### src/hw/ana_pkg.sv
/*
  Constants for the auto-negotiation ability register bank.
  Assumes a 32-bit classic Wishbone bus with byte addresses.
*/
package ana_pkg;
  // ----------------------------------------
  // Register indices; byte address is four times the index
  // ----------------------------------------
  localparam logic [5:0] IDX_ADV = 6'h04;
  localparam logic [5:0] IDX_LP = 6'h05;
  localparam logic [5:0] IDX_EXP = 6'h06;
  localparam logic [5:0] IDX_IRQ_ST = 6'h08;
  localparam logic [5:0] IDX_IRQ_MSK = 6'h09;
  localparam logic [5:0] IDX_PAUSE = 6'h0a;
  // ----------------------------------------
  // Field positions
  // ----------------------------------------
  localparam int B_NP = 15;
  localparam int B_ACK = 14;
  localparam int B_RF = 13;
  localparam int B_ASYM = 11;
  localparam int B_PAUSE = 10;
  localparam int B_T4 = 9;
  localparam int B_TXFD = 8;
  localparam int B_TX = 7;
  localparam int B_10FD = 6;
  localparam int B_10 = 5;
  localparam int B_PDF = 4;
  localparam int B_LPNP = 3;
  localparam int B_NPA = 2;
  localparam int B_PGR = 1;
  localparam int B_LPAN = 0;
  // ----------------------------------------
  // Reset values and masks
  // ----------------------------------------
  localparam logic [4:0] SEL_8023 = 5'h01;
  localparam logic [15:0] ADV_RST = 16'h0081;
  localparam logic [15:0] ADV_WMASK = 16'h2dff;
  localparam logic [15:0] LP_RST = 16'h0001;
  localparam logic [15:0] LP_MASK = 16'he7ff;
  localparam logic [15:0] STRAP_MASK = 16'h0160;
  // Pause resolution codes
  localparam logic [1:0] PAUSE_NONE = 2'h0;
  localparam logic [1:0] PAUSE_SYM = 2'h1;
  localparam logic [1:0] PAUSE_ASYM = 2'h2;
  // Interrupt status bits
  localparam int IRQ_N = 3;
  localparam int I_PGR = 0;
  localparam int I_PDF = 1;
  localparam int I_ANC = 2;
  // Cycles to settle the strap synchroniser before loading
  localparam logic [1:0] STRAP_SETTLE = 2'h2;
endpackage

### src/hw/ana_regs.sv
/*
  Auto-negotiation ability register bank: local advertisement, partner
  ability image, expansion status, plus interrupt status/mask and the
  resolved pause setting, all on a classic Wishbone slave.
  Assumes the arbitration logic shares mclk; only the strap pins are
  asynchronous and pass a two-flop synchroniser.
*/
`timescale 1ns/1ps
`default_nettype none
// Summary of operation
// - Two-bit pause advertisement field, writable, resets to zero.
// - With both pause bits set, resolve to at most one setting.
// - Writable local remote-fault bit 13, resets to zero.
// - Technology bits writable except T4 (bit 9, zero); 100 Mbps resets one, others from straps.
// - Selector resets to 00001; writable locally, read-only for partner.
// - Read-only partner register at index 5, zero except selector.
// - Partner pause bit shows whether partner advertises pause.
// - Partner acknowledge bit becomes one once a code word arrives.
// - Partner next-page bit shows the received next-page claim.
// - Own next-page-able bit always reads zero.
// - Partner T4 bit reported though T4 is unsupported.
// - Parallel detection fault latches high in bit 4.
// - Page received latches high in bit 1.
// - Expansion bit 3 shows partner next page ability.
// - Expansion bit 0 shows partner auto-negotiation ability.
module ana_regs #(
  parameter int ADR_W = 8
) (
  // Clock, reset, enable
  input wire logic mclk,
  input wire logic arst_n,
  input wire logic ce,
  // Wishbone slave
  input wire logic wb_cyc_i,
  input wire logic wb_stb_i,
  input wire logic wb_we_i,
  input wire logic [ADR_W-1:0] wb_adr_i,
  input wire logic [3:0] wb_sel_i,
  input wire logic [31:0] wb_dat_i,
  output logic [31:0] wb_dat_o,
  output logic wb_ack_o,
  // Mode straps (asynchronous pins)
  input wire logic strap_txfd,
  input wire logic strap_10fd,
  input wire logic strap_10,
  // Arbitration logic
  input wire logic page_rx,
  input wire logic [15:0] page_word,
  input wire logic pd_fault,
  input wire logic lp_an_able,
  input wire logic an_complete,
  output logic [15:0] adv_word,
  output logic [1:0] pause_res,
  // Interrupt
  output logic irq
);
  import ana_pkg::*;

  // ----------------------------------------
  // State
  // ----------------------------------------
  typedef struct packed {
    logic [15:0] adv;
    logic [15:0] lp;
    logic pdf;
    logic pgr;
    logic [IRQ_N-1:0] ist;
    logic [IRQ_N-1:0] imsk;
    logic [1:0] pause;
    logic anc_q;
    logic [1:0] strap_cnt;
    logic [2:0] s1;
    logic [2:0] s2;
    logic ack;
    logic [31:0] dat;
    logic irq;
  } ana_st_t;

  localparam ana_st_t ST_RST = '{
    adv: ADV_RST,
    lp: LP_RST,
    pdf: 1'b0,
    pgr: 1'b0,
    ist: '0,
    imsk: '0,
    pause: PAUSE_NONE,
    anc_q: 1'b0,
    strap_cnt: 2'h0,
    s1: 3'h0,
    s2: 3'h0,
    ack: 1'b0,
    dat: 32'h0,
    irq: 1'b0
  };

  // Counter parks one past the load point so the straps load exactly once
  localparam logic [1:0] STRAP_DONE = STRAP_SETTLE + 2'h1;

  ana_st_t st;
  ana_st_t next_st;

  // ----------------------------------------
  // Read decode
  // ----------------------------------------
  // Expansion word: latched flags plus live partner status
  function automatic logic [15:0] exp_word(input ana_st_t s, input logic lpan);
    logic [15:0] w;
    w = 16'h0;
    w[B_PDF] = s.pdf;
    w[B_LPNP] = s.lp[B_NP];
    w[B_NPA] = 1'b0;
    w[B_PGR] = s.pgr;
    w[B_LPAN] = lpan;
    return w;
  endfunction

  // Unmapped indices read as zero
  function automatic logic [15:0] rd_word(input ana_st_t s, input logic [5:0] idx,
                                          input logic lpan);
    logic [15:0] w;
    w = 16'h0;
    case (idx)
      IDX_ADV: begin
        w = s.adv;
      end
      IDX_LP: begin
        w = s.lp;
      end
      IDX_EXP: begin
        w = exp_word(s, lpan);
      end
      IDX_IRQ_ST: begin
        w[IRQ_N-1:0] = s.ist;
      end
      IDX_IRQ_MSK: begin
        w[IRQ_N-1:0] = s.imsk;
      end
      IDX_PAUSE: begin
        w[1:0] = s.pause;
      end
      default: begin
        w = 16'h0;
      end
    endcase
    return w;
  endfunction

  // ----------------------------------------
  // Bus helpers
  // ----------------------------------------
  // Word select from the byte address index
  function automatic logic hit(input logic [5:0] at, input logic [5:0] target);
    return at == target;
  endfunction

  // Byte lanes to a bit mask; the registers live in the low two lanes
  function automatic logic [15:0] lane_mask(input logic [3:0] sel);
    logic [15:0] m;
    m = {{8{sel[1]}}, {8{sel[0]}}};
    return m;
  endfunction

  // Only bits set in keep take the new data
  function automatic logic [15:0] merge16(input logic [15:0] old, input logic [15:0] data,
                                          input logic [15:0] keep);
    logic [15:0] m;
    m = (old & ~keep) | (data & keep);
    return m;
  endfunction

  // Write one to clear
  function automatic logic [IRQ_N-1:0] w1c(input logic [IRQ_N-1:0] old,
                                           input logic [IRQ_N-1:0] data);
    return old & ~data;
  endfunction

  // Level request while any unmasked status bit is set
  function automatic logic irq_level(input logic [IRQ_N-1:0] stat,
                                     input logic [IRQ_N-1:0] msk);
    return |(stat & msk);
  endfunction

  // Interrupt events in status bit order
  function automatic logic [IRQ_N-1:0] ev_vec(input logic pgr, input logic pdf,
                                              input logic anc);
    logic [IRQ_N-1:0] v;
    v = '0;
    v[I_PGR] = pgr;
    v[I_PDF] = pdf;
    v[I_ANC] = anc;
    return v;
  endfunction

  // ----------------------------------------
  // Advertisement and partner helpers
  // ----------------------------------------
  // Strap values land in the three strap-defaulted ability bits
  function automatic logic [15:0] strap_apply(input logic [15:0] adv, input logic [2:0] pins);
    logic [15:0] m;
    m = adv;
    m[B_TXFD] = pins[2];
    m[B_10FD] = pins[1];
    m[B_10] = pins[0];
    return m;
  endfunction

  // Reserved 12:11 forced to zero; acknowledge set on any received word
  function automatic logic [15:0] partner_image(input logic [15:0] word);
    logic [15:0] m;
    m = word & LP_MASK;
    m[B_ACK] = 1'b1;
    return m;
  endfunction

  // Symmetric when both ends offer it, else asymmetric if asked for; a
  // single code comes out even with both advert bits set
  function automatic logic [1:0] pause_pick(input logic [15:0] adv,
                                            input logic [15:0] partner);
    logic [1:0] p;
    p = PAUSE_NONE;
    if (adv[B_PAUSE] && partner[B_PAUSE]) begin
      p = PAUSE_SYM;
    end else if (adv[B_ASYM]) begin
      p = PAUSE_ASYM;
    end
    return p;
  endfunction

  // ----------------------------------------
  // Next-state signals
  // ----------------------------------------
  // Bus decode
  logic req;
  logic wr;
  logic rd_exp;
  logic [5:0] idx;
  logic [15:0] wmask;
  // Write strobes per register
  logic wr_adv;
  logic wr_imsk;
  logic wr_ist;
  // Events and strap timing
  logic [IRQ_N-1:0] ev;
  logic anc_rise;
  logic strap_load;

  // ----------------------------------------
  // Next state
  // ----------------------------------------
  // Events and bus writes are both applied in one pass; where they meet
  // on the same bit, the event is applied last so it is never lost.
  always_comb begin
    next_st = st;

    // ----------------------------------------
    // Bus decode
    // ----------------------------------------
    // Taken only while ack is low, so a held stb is not taken twice
    idx = wb_adr_i[7:2];
    req = wb_cyc_i & wb_stb_i & ~st.ack;
    wr = req & wb_we_i;
    rd_exp = req & ~wb_we_i & hit(idx, IDX_EXP);
    wmask = lane_mask(wb_sel_i);
    wr_adv = wr & hit(idx, IDX_ADV);
    wr_imsk = wr & hit(idx, IDX_IRQ_MSK) & wb_sel_i[0];
    wr_ist = wr & hit(idx, IDX_IRQ_ST) & wb_sel_i[0];

    // ----------------------------------------
    // Events
    // ----------------------------------------
    anc_rise = an_complete & ~st.anc_q;
    ev = ev_vec(page_rx, pd_fault, anc_rise);

    // ----------------------------------------
    // Straps
    // ----------------------------------------
    // Only the second flop feeds the advertisement
    next_st.s1 = {strap_txfd, strap_10fd, strap_10};
    next_st.s2 = st.s1;
    strap_load = (st.strap_cnt == STRAP_SETTLE);
    if (st.strap_cnt != STRAP_DONE) begin
      next_st.strap_cnt = st.strap_cnt + 2'h1;
    end
    if (strap_load) begin
      next_st.adv = strap_apply(st.adv, st.s2);
    end

    // ----------------------------------------
    // Bus answer and writes
    // ----------------------------------------
    // Data is registered with ack; ack stands one cycle, data holds until the next request
    next_st.ack = req;
    if (req) begin
      next_st.dat = {16'h0, rd_word(st, idx, lp_an_able)};
    end
    // A write in the strap load cycle wins over the straps
    if (wr_adv) begin
      next_st.adv = merge16(st.adv, wb_dat_i[15:0], ADV_WMASK & wmask);
    end
    if (wr_imsk) begin
      next_st.imsk = wb_dat_i[IRQ_N-1:0];
    end

    // ----------------------------------------
    // Partner image
    // ----------------------------------------
    if (page_rx) begin
      next_st.lp = partner_image(page_word);
    end

    // ----------------------------------------
    // Latched-high flags
    // ----------------------------------------
    // A read clears, a live event wins
    if (rd_exp) begin
      next_st.pdf = 1'b0;
      next_st.pgr = 1'b0;
    end
    if (pd_fault) begin
      next_st.pdf = 1'b1;
    end
    if (page_rx) begin
      next_st.pgr = 1'b1;
    end

    // ----------------------------------------
    // Interrupt
    // ----------------------------------------
    // Write one clears, set wins over clear
    if (wr_ist) begin
      next_st.ist = w1c(st.ist, wb_dat_i[IRQ_N-1:0]);
    end
    next_st.ist = next_st.ist | ev;
    next_st.irq = irq_level(next_st.ist, next_st.imsk);

    // ----------------------------------------
    // Pause resolution
    // ----------------------------------------
    // Resolved once per completion, then held until the next one
    next_st.anc_q = an_complete;
    if (anc_rise) begin
      next_st.pause = pause_pick(st.adv, st.lp);
    end
  end

  // ----------------------------------------
  // Registers
  // ----------------------------------------
  always_ff @(posedge mclk or negedge arst_n) begin
    if (!arst_n) begin
      st <= ST_RST;
    end else if (ce) begin
      st <= next_st;
    end
  end

  // ----------------------------------------
  // Outputs
  // ----------------------------------------
  assign wb_dat_o = st.dat;
  assign wb_ack_o = st.ack;
  assign adv_word = st.adv;
  assign pause_res = st.pause;
  assign irq = st.irq;
endmodule
`default_nettype wire

### config.mk
export PLATFORM = sky130hd
export DESIGN_NAME = ana_regs
export DESIGN_NICKNAME = d
export VERILOG_FILES = /design/src/hw/ana_pkg.sv /design/src/hw/ana_regs.sv
export SDC_FILE = /design/constraint.sdc
export NUM_CORES = 1
export LEC_CHECK = 0
export ABC_AREA = 1
export BUFFER_PORTS_ARGS = -buffer_cell sky130_fd_sc_hd__buf_2
export CAP_MARGIN = 20
export CORE_MARGIN = 2
export CORE_UTILIZATION = 49
export DETAILED_ROUTE_END_ITERATION = 7
export PLACE_DENSITY = 0.85
export SYNTH_ARGS = -nofsm -noshare
export SYNTH_HDL_FRONTEND = slang
export SYNTH_SLANG_ARGS = --single-unit
### constraint.sdc
create_clock -name mclk -period 1.7 [get_ports mclk]
set_clock_uncertainty 0.15 [all_clocks]
set_input_delay 0.085 -clock mclk [delete_from_list [all_inputs] [get_ports mclk]]
set_output_delay 0.085 -clock mclk [all_outputs]
set_load 0.1 [all_outputs]
; ---- Yosys cells after proc, flatten, opt, wreduce, memory -nomap -nowiden
; Index checks and enable logic that the tools add are counted.
[totals]
regBits = 67
[op_classes]
eq_ne = 8
n_mux = 12
bitwise_logic = 22
addsub = 1
reduce_logical = 13
[ops]
columns = operator, count
row1 = 13-bit one-hot mux with 3 select lines, 1
row2 = "6-bit by 3-bit == test with 1-bit output, second input constant", 3
row3 = "6-bit by 4-bit == test with 1-bit output, second input constant", 3
row4 = 16-bit by 14-bit AND with 16-bit output, 1
row5 = 16-bit AND, 1
row6 = 16-bit two-way mux, 1
row7 = 14-bit NOT with 16-bit output, 1
row8 = 16-bit OR, 1
row9 = 2-bit AND reduction, 8
row10 = 2-bit one-hot mux with 6 select lines, 1
row11 = 1-bit AND, 11
row12 = 9-bit two-way mux, 1
row13 = 3-bit AND, 2
row14 = 2-bit two-way mux, 3
row15 = 3-bit two-way mux, 2
row16 = 2-bit nonzero test, 3
row17 = 1-bit one-hot mux with 4 select lines, 1
row18 = 1-bit NOT, 3
row19 = 3-bit NOT, 1
row20 = 3-bit OR, 1
row21 = 3-bit OR reduction, 1
row22 = "2-bit by 1-bit adder with 2-bit output, second input constant", 1
row23 = "2-bit == test, second input constant", 1
row24 = 1-bit two-way mux, 2
row25 = other kinds (2), 2

; ---- Logic depth before layout (Yosys ltp)
; Gate-level depths: netlist of run 1.
[logic_depth]
ltp_word = 9
depth_mapped = 11

; ---- Least setup slack after synthesis of run 1
; No wires, ideal clock.
[synth_timing]
path_type = register -> register
start = register st (netlist bit wb_ack_o)
end = register st (netlist bit irq)
t_required_ns = 1.437
period_less_slack_ns = 2.038
setup_slack_ns = -0.338
t_arrival_ns = 1.775
n_path_buf = 0
path_stages_with_launch = 11
path_cell_list = dfrtp_1 -> inv_1 -> nand4_2 -> nor2_2 -> nand2_1 -> nand2_1 -> nand3_1 -> nand2_1 -> nand3_1 -> nand2_1 -> inv_1
[synth_via]
elab_chain_cells = 9
elab_cells_between_ends = 12
cone_classes = mux: 2 / bitwise: 9 / reduce/logical: 1
[synth_lines]
columns = item, line
row1 = start: declaration, ana_regs.sv:99  ; ana_st_t st;
row2 = start signal: assignment, ana_regs.sv:353  ; st <= next_st;
row3 = 1-bit NOT (*), ana_regs.sv:260  ; req = wb_cyc_i & wb_stb_i & ~st.ack;
row4 = 1-bit AND (*), ana_regs.sv:260
row5 = 1-bit AND (*), ana_regs.sv:261  ; wr = req & wb_we_i;
row6 = 1-bit AND (2 in series), ana_regs.sv:266  ; wr_ist = wr & hit(idx, IDX_IRQ_ST) & wb_sel_i[0];
row7 = 3-bit two-way mux, ana_regs.sv:330  ; if (wr_ist) begin
row8 = 3-bit OR, ana_regs.sv:333  ; next_st.ist = next_st.ist | ev;
row9 = 3-bit AND (*), ana_regs.sv:180  ; return |(stat & msk);
row10 = 3-bit OR reduction (*), ana_regs.sv:180
; Every way passes the cells marked *; elsewhere a longest branch is shown, timed or not.
; A chain may end at the register's enable or synchronous reset.

; ---- Worst setup path in the final report of run 1
; Same ends and word-level chain as after synthesis.

==> impl_results.md, run 1 <==
* Synth warnings at 0
* DR vias/cell at roughly 5
* Final Critical Period at about 1700 ps
* Area Growth Syn to Fin at 27.3%
* Outcome: complete, no violations
* Largest net degree at the start of global routing at 32
* Sequential share of the synthesized area at 0.480
* CP Max Fanout at 4
* Num CTS Buffers at 9
* Htree depth at 3
* Starting Density at 0.507
* Most numerous cell in the Yosys netlist: nand2_1
* Top_reg_cell synth: dfrtp_1
* Routing usage on met3 at 0.0554
* Initial antenna violation count at 0
* Fmax achieved at about 600 MHz
* Fin crit share at 0.986
* Final Hold Slack at 34.2 ps
* Crit Path Class: register to register
* LEAKAGE at ~2.2 nW
* Bufs on Longest Clock Path at 2
* Die area at 7280 um^2
* Global-route wire length before repair at ~13 mm
* Crit path launch: wb_ack_o
* Post-DR wirelength/cell at between 10 and 15 um
* CTS tree: built
* Critical path required time at around 1800 ps
* Die width at 85.3 um
* Synth cell count leaders: 84 x nand2_1, 59 x dfrtp_1, 50 x buf_4, 40 x inv_1, 23 x nor2_1
* Iter 0 DRT Violations at ~220
* Diode count at 0
* TritonRoute pass-1 iters at 5
* Layout fillers at 517
* Clock root cell: clkbuf_8
* Clk Latency, worst-skew pair at approximately 340 ps
* Synth unique cells at 37
* Post-synth top area cell: dfrtp_1
* Cell Rows at 29
* GRT busiest layer: met2
* Hold Path Class: input pin to register
* Mapped Area at around 3200 um^2
* Final hold vios at 0
* IO Port Bufs at 76
* Met1 usage at 0.275
* Startpoint types: register
* GR Overflow Total at 0
* Clk pin slew, worst setup/hold paths at 70 ps
* P per Cell Area at about 1100 nW/um^2
* R2R setup slack at 20 ps
* Area of the core at between 6000 and 7000 um^2
* Met2 Use GR at 0.393
* Maximum vdd drop at 0.896 mV
* Final setup violation count at 0
* R2r startpoint: wb_ack_o
* Post-Synthesis Cells at about 380
* Gpl congestion at about 0.85
* # clock sinks at between 60 and 70
* FF+latch count, synth at between 60 and 70
* Half-perimeter wire length after placement at between 5 and 6 mm
* Vias post-DR at ~2800
* Post-route core utilization at 0.646
* Synth area leaders: dfrtp_1 46%, buf_4 12%, nand2_1 9.7%
* Max Cap Viol at 0
* Antenna Violating Nets Remaining at 0
* RSZ-0062 raised after global routing: yes
* Crit end category: register
* I/O pin count at between 100 and 150
* Total Routing Usage GR at 0.229
* Die H at between 80 and 90 um
* Slew Limit Fails at 0
* Mapped Avg Cell Area at approximately 8.5 um^2
* Layout cells sized above 1 at 0.286
* # DRC at 0
* Top-area cell type share of the netlist area at 0.456
* Hold_sp: wb_stb_i
* Worst Path Arrival at approximately 1800 ps
* Vias in the first global route at approximately 2800
* WL final at roughly 8.1 mm
* Nets at between 500 and 600
* FFs w/ async S/R, synth at 1.00
* Post-synth EDFFs at 0
==> registers in the layout, indices dropped and copies added (netlist names), named ones only <==
register	cells
st	28
adv_word	9
irq	1
wb_dat_o	15
pause_res	2
next_st	3
wb_ack_o	1
==> final timing paths <==
path / to / cells past startpoint
setup / recovery: irq / 10
hold / removal: st[51] / 4
setup reg to reg: irq / 10
hold reg to reg: st[67] / 2
max in group asynchronous: adv_word[0] / 3
min in group asynchronous: wb_dat_o[15] / 2
==> logic make-up (layout without fill, tap and decap cells) <==
group                    Yosys count  in the layout  synth area share
AO/OA/AOI/OAI                     70             70             0.122
XOR/XNOR                           1              1           0.00270
adder cells (fa/ha/maj)            2              2           0.00772
buffers and inverters            104            189             0.180
flip-flops                        62             62             0.480
multiplexers                       5              5            0.0174
other                              1             21           0.00116
AND/OR/NAND/NOR                  136            136             0.189
==> worst max-delay path, stage by stage (launching register included) <==
cell and delay (ps):
dfrtp_4 490, inv_4 80, nand4_4 160, nor2_4 200, nand2_2 90, nand2_1 90, nand2_1 70, nand2_1 70
nand3_1 70, nand2_1 70, inv_1 40
==> power breakdown <==
| part | switching (mW) | total (mW) | internal [mW] | leakage [nW] |
|---|---|---|---|---|
| clock | 0.557 | 1.31 | 0.750 | 0.106 |
| sequential | 0.123 | 1.76 | 1.64 | 0.729 |
| combinational | 0.977 | 1.27 | 0.293 | 1.37 |
| total | 1.66 | 4.34 | 2.68 | 2.21 |
==> through the flow <==
stage                     instance area, um^2  instances  setup TNS (ps)  setup WS, ps  power (mW)
after floorplan                          3330        401               0          1.38        2.81
after global placement                   3470        504               0          69.4        2.93
after detailed placement                 3470        504               0          44.7        2.97
after CTS                                4050        558               0          7.17        4.35
after global routing                     4120        563            -174         -85.9        4.53
final                                    4120        563               0          23.0        4.34
==> routing by layer <==
metal	wire length (um)	vias to the layer above
li1	-	1351
met1	3310	1337
met2	4130	111
met3	503	20
met4	149	0
met5	0	-
==> timing repair <==
action,4_1_cts,5_1_grt
endpoints found under the setup margin,0,9
hold buffers,38,0
gates resized for setup,0,8
endpoints found under the hold margin,98,0
buffers inserted,0,5
==> area by class of cell <==
cell class                      instances  area (um^2)  share of cell area
Clock inverter                          4         45.0              0.0109
Clock buffer                           12          155              0.0376
Sequential cell                        62         1560               0.378
Timing Repair Buffer                  127          871               0.211
Inverter                               46          175              0.0425
Tap cell                               77         96.3              0.0234
Multi-Input combinational cell        235         1220               0.296
==> layout by cell type (no fill, tap or decap), drive strengths merged <==
| cell type | n |
|---|---|
| nand2 | 89 |
| buf | 89 |
| dfrtp | 59 |
| inv | 44 |
| dlygate4sd3 | 38 |
| o21ai | 33 |
| nor2 | 27 |
| conb | 21 |
| a21oi | 15 |
| clkbuf | 12 |
| nand3 | 12 |
| o22ai | 6 |
| mux2 | 5 |
| a31oi | 5 |
| clkinv | 5 |
| a22oi | 4 |
| nand4 | 4 |
| o21a | 3 |
| o31ai | 3 |
| dfstp | 3 |
| or2 | 2 |
| ha | 2 |
| o211ai | 1 |
| xor2 | 1 |
| nor3 | 1 |
| nor4 | 1 |
| bufinv | 1 |
Note: power is estimated with default switching activity, not from simulation.
==> run 2, diff against run 1 <==
--- a/config.mk
+++ b/config.mk
@@ -6,12 +6,13 @@
 export NUM_CORES = 1
 export LEC_CHECK = 0
 export ABC_AREA = 1
-export BUFFER_PORTS_ARGS = -buffer_cell sky130_fd_sc_hd__buf_2
+export BUFFER_PORTS_ARGS = -buffer_cell sky130_fd_sc_hd__buf_4
 export CAP_MARGIN = 20
 export CORE_MARGIN = 2
 export CORE_UTILIZATION = 49
 export DETAILED_ROUTE_END_ITERATION = 7
 export PLACE_DENSITY = 0.85
+export SETUP_SLACK_MARGIN = 0.05
 export SYNTH_ARGS = -nofsm -noshare
 export SYNTH_HDL_FRONTEND = slang
 export SYNTH_SLANG_ARGS = --single-unit
==> impl_results.md, run 2 (synthesized netlist as in run 1, its figures left out) <==
* Antenna Violating Nets Remaining at 0 (unchanged)
* Bufs on Longest Clock Path at 2 (unchanged)
* WHS Path Cells at 7 (+3)
* Crit Path Class: register to register
* Slowest-stage cell, CP: dfrtp_4
* Starting Density at 0.507 (unchanged)
* CTS tree: built
* CP cell instances: inv_4, nand4_4, nor2_4, buf_4, nand3_1, nand2_1, nand2_1, nand3_2, nand2_1, inv_1
* Finished Layout Cells at 567 (+0.71%)
* Worst Path Arrival at 1780 ps (+20 ps)
* Top cell by count, worst path: nand2_1
* Global-route wire length before repair at 12.9 mm (+0.48%)
* Vias in the first global route at 2791 (-1.6%)
* Commonest non-fill, non-tap cell in the layout: nand2_1
* IO Port Bufs at 76 (unchanged)
* Setup TNS at 0 ps (unchanged)
* # DRC at 0 (unchanged)
* Final Hold Slack at 11.3 ps (-22.8 ps)
* R2R depth at 10 (unchanged)
* Crit end category: register
* Largest net degree at the start of global routing at 63 (+97%)
* Fmax achieved at 604 MHz (+1.3%)
* Number of flip-flops in the largest register at 28 (unchanged)
* Final hold vios at 0 (unchanged)
* Layout cells sized above 1 at 0.280 (-0.00642)
* GR Overflow Total at 0 (unchanged)
* Total Routing Usage GR at 0.230 (+0.000679)
* CP Max Fanout at 4 (unchanged)
* Startpoint types: register
* Post-DR wirelength/cell at 14.4 um (about the same)
* LEAKAGE at 2.27 nW (+3.0%)
* Die H at 85.3 um (unchanged)
* Most frequent cells in the layout: 83 x nand2_1, 82 x buf_4, 58 x dfrtp_1, 45 x dlygate4sd3_1, 39 x inv_1
* Nets at 560 (+0.72%)
* Biggest register: st
* I/O pin count at 125 (unchanged)
* Diode count at 0 (unchanged)
* Htree depth at 3 (unchanged)
* WL final at 8.15 mm (+0.73%)
* Area Growth Syn to Fin at 36.2%
* RSZ-0062 raised after global routing: yes
* # placed instances at 501 (-0.60%)
* # clock sinks at 62 (unchanged)
* P per Cell Area at 1010 nW/um^2 (-4.2%)
* Die width at 85.3 um (unchanged)
* Critical path required time at 1830 ps (+50 ps)
* Final setup violation count at 0 (unchanged)
* TritonRoute pass-1 iters at 4 (-1)
* Initial antenna violation count at 0 (unchanged)
* Maximum vdd drop at 0.799 mV (-11%)
* Max incr delay on CP at 490 ps (about the same)
* Iter 0 DRT Violations at 238 (+7.7%)
* Clk pin slew, worst setup/hold paths at 70 ps (about the same)
* Fin crit share at 0.974 (-0.0128)
* Slew Limit Fails at 0 (unchanged)
* Max Cap Viol at 0 (unchanged)
* Gpl congestion at 0.854 (+0.98%)
* DR vias/cell at 4.93 (-1.4%)
* R2r startpoint: wb_ack_o
* Clock root cell: clkbuf_8
* Die area at 7280 um^2 (unchanged)
* Half-perimeter wire length after placement at 5.30 mm (-3.3%)
* Hold_sp: page_rx
* Outcome: complete, no violations
* Worst R2R End: irq
* Cell Rows at 29 (unchanged)
* Vias post-DR at 2798 (-0.74%)
* Clk Latency, worst-skew pair at 340 ps (about the same)
* Final Critical Period at 1660 ps (-21.8 ps)
* WHS Endpoint: irq
* Hold Path Class: input pin to register
* Area of the core at 6390 um^2 (unchanged)
* Num CTS Buffers at 9 (unchanged)
* R2R setup slack at 40 ps (+20 ps)
run 2: changes by cell type in the layout (fill, tap and decap cells not counted), moves of 2 or more:
cell,previous run,this run
clkinv_2,3,1
buf_2,76,0
dlygate4sd3_1,38,45
buf_4,12,82
nand2_2,5,3
buf_6,0,2
run 2: layer usage:
metal,global-route usage,share of wire
met1,0.291,0.41
met2,0.387,0.51
met3,0.0554,0.057
met4,0.0765,0.018
met5,0,0
run 2: per-stage QoR:
stage	instance area (um^2)	power [mW]	worst slack (ps)	util
floorplan	3340	2.81	24.4	-
global placement	3660	2.99	89.8	0.573
detailed placement	3660	3.03	47.2	0.573
CTS	4310	4.42	33.5	0.675
global route	4410	4.63	-51.3	0.691
finish	4410	4.45	44.8	0.691
run 2: area by class of cell:
cell class | instances | area [um^2]
fillers | 466 | 1970
clock inverters | 3 | 42.5
flip-flops and latches | 62 | 1560
inverters | 46 | 175
well taps | 77 | 96.3
multi-input cells | 235 | 1250
repair buffers | 131 | 1130
clock buffers | 13 | 159
run 2: worst max-delay path by stage:
| stage | start | endpoint | slack [ps] | depth (start not counted) |
|---|---|---|---|---|
| 4_1_cts | wb_ack_o | adv_word[2] | 30 | 4 |
| 3_5_place_dp | wb_ack_o | irq | 50 | 10 |
| 3_3_place_gp | wb_ack_o | irq | 90 | 10 |
| 6_report | wb_ack_o | irq | 40 | 10 |
| 2_1_floorplan | wb_ack_o | irq | 20 | 10 |
| 5_1_grt | wb_ack_o | irq | -50 | 10 |
run 2: repair_timing:
item,4_1_cts,5_1_grt
hold buffers,45,0
setup buffers,0,5
pin swaps,0,6
gates resized for setup,0,13
hold endpoints to repair,102,0
setup endpoints to repair,3,8
run 2: power by group:
group	switching [mW]	total, mW	internal [mW]
logic	0.990	1.36	0.372
clock network	0.569	1.33	0.756
registers	0.123	1.76	1.64
run 2: worst max-delay path: cells and delay by family (launching register included):
| family | cells | cell delay, ps |
|---|---|---|
| AND/OR/NAND/NOR | 7 | 690 |
| flip-flops | 1 | 490 |
| buffers and inverters | 3 | 250 |
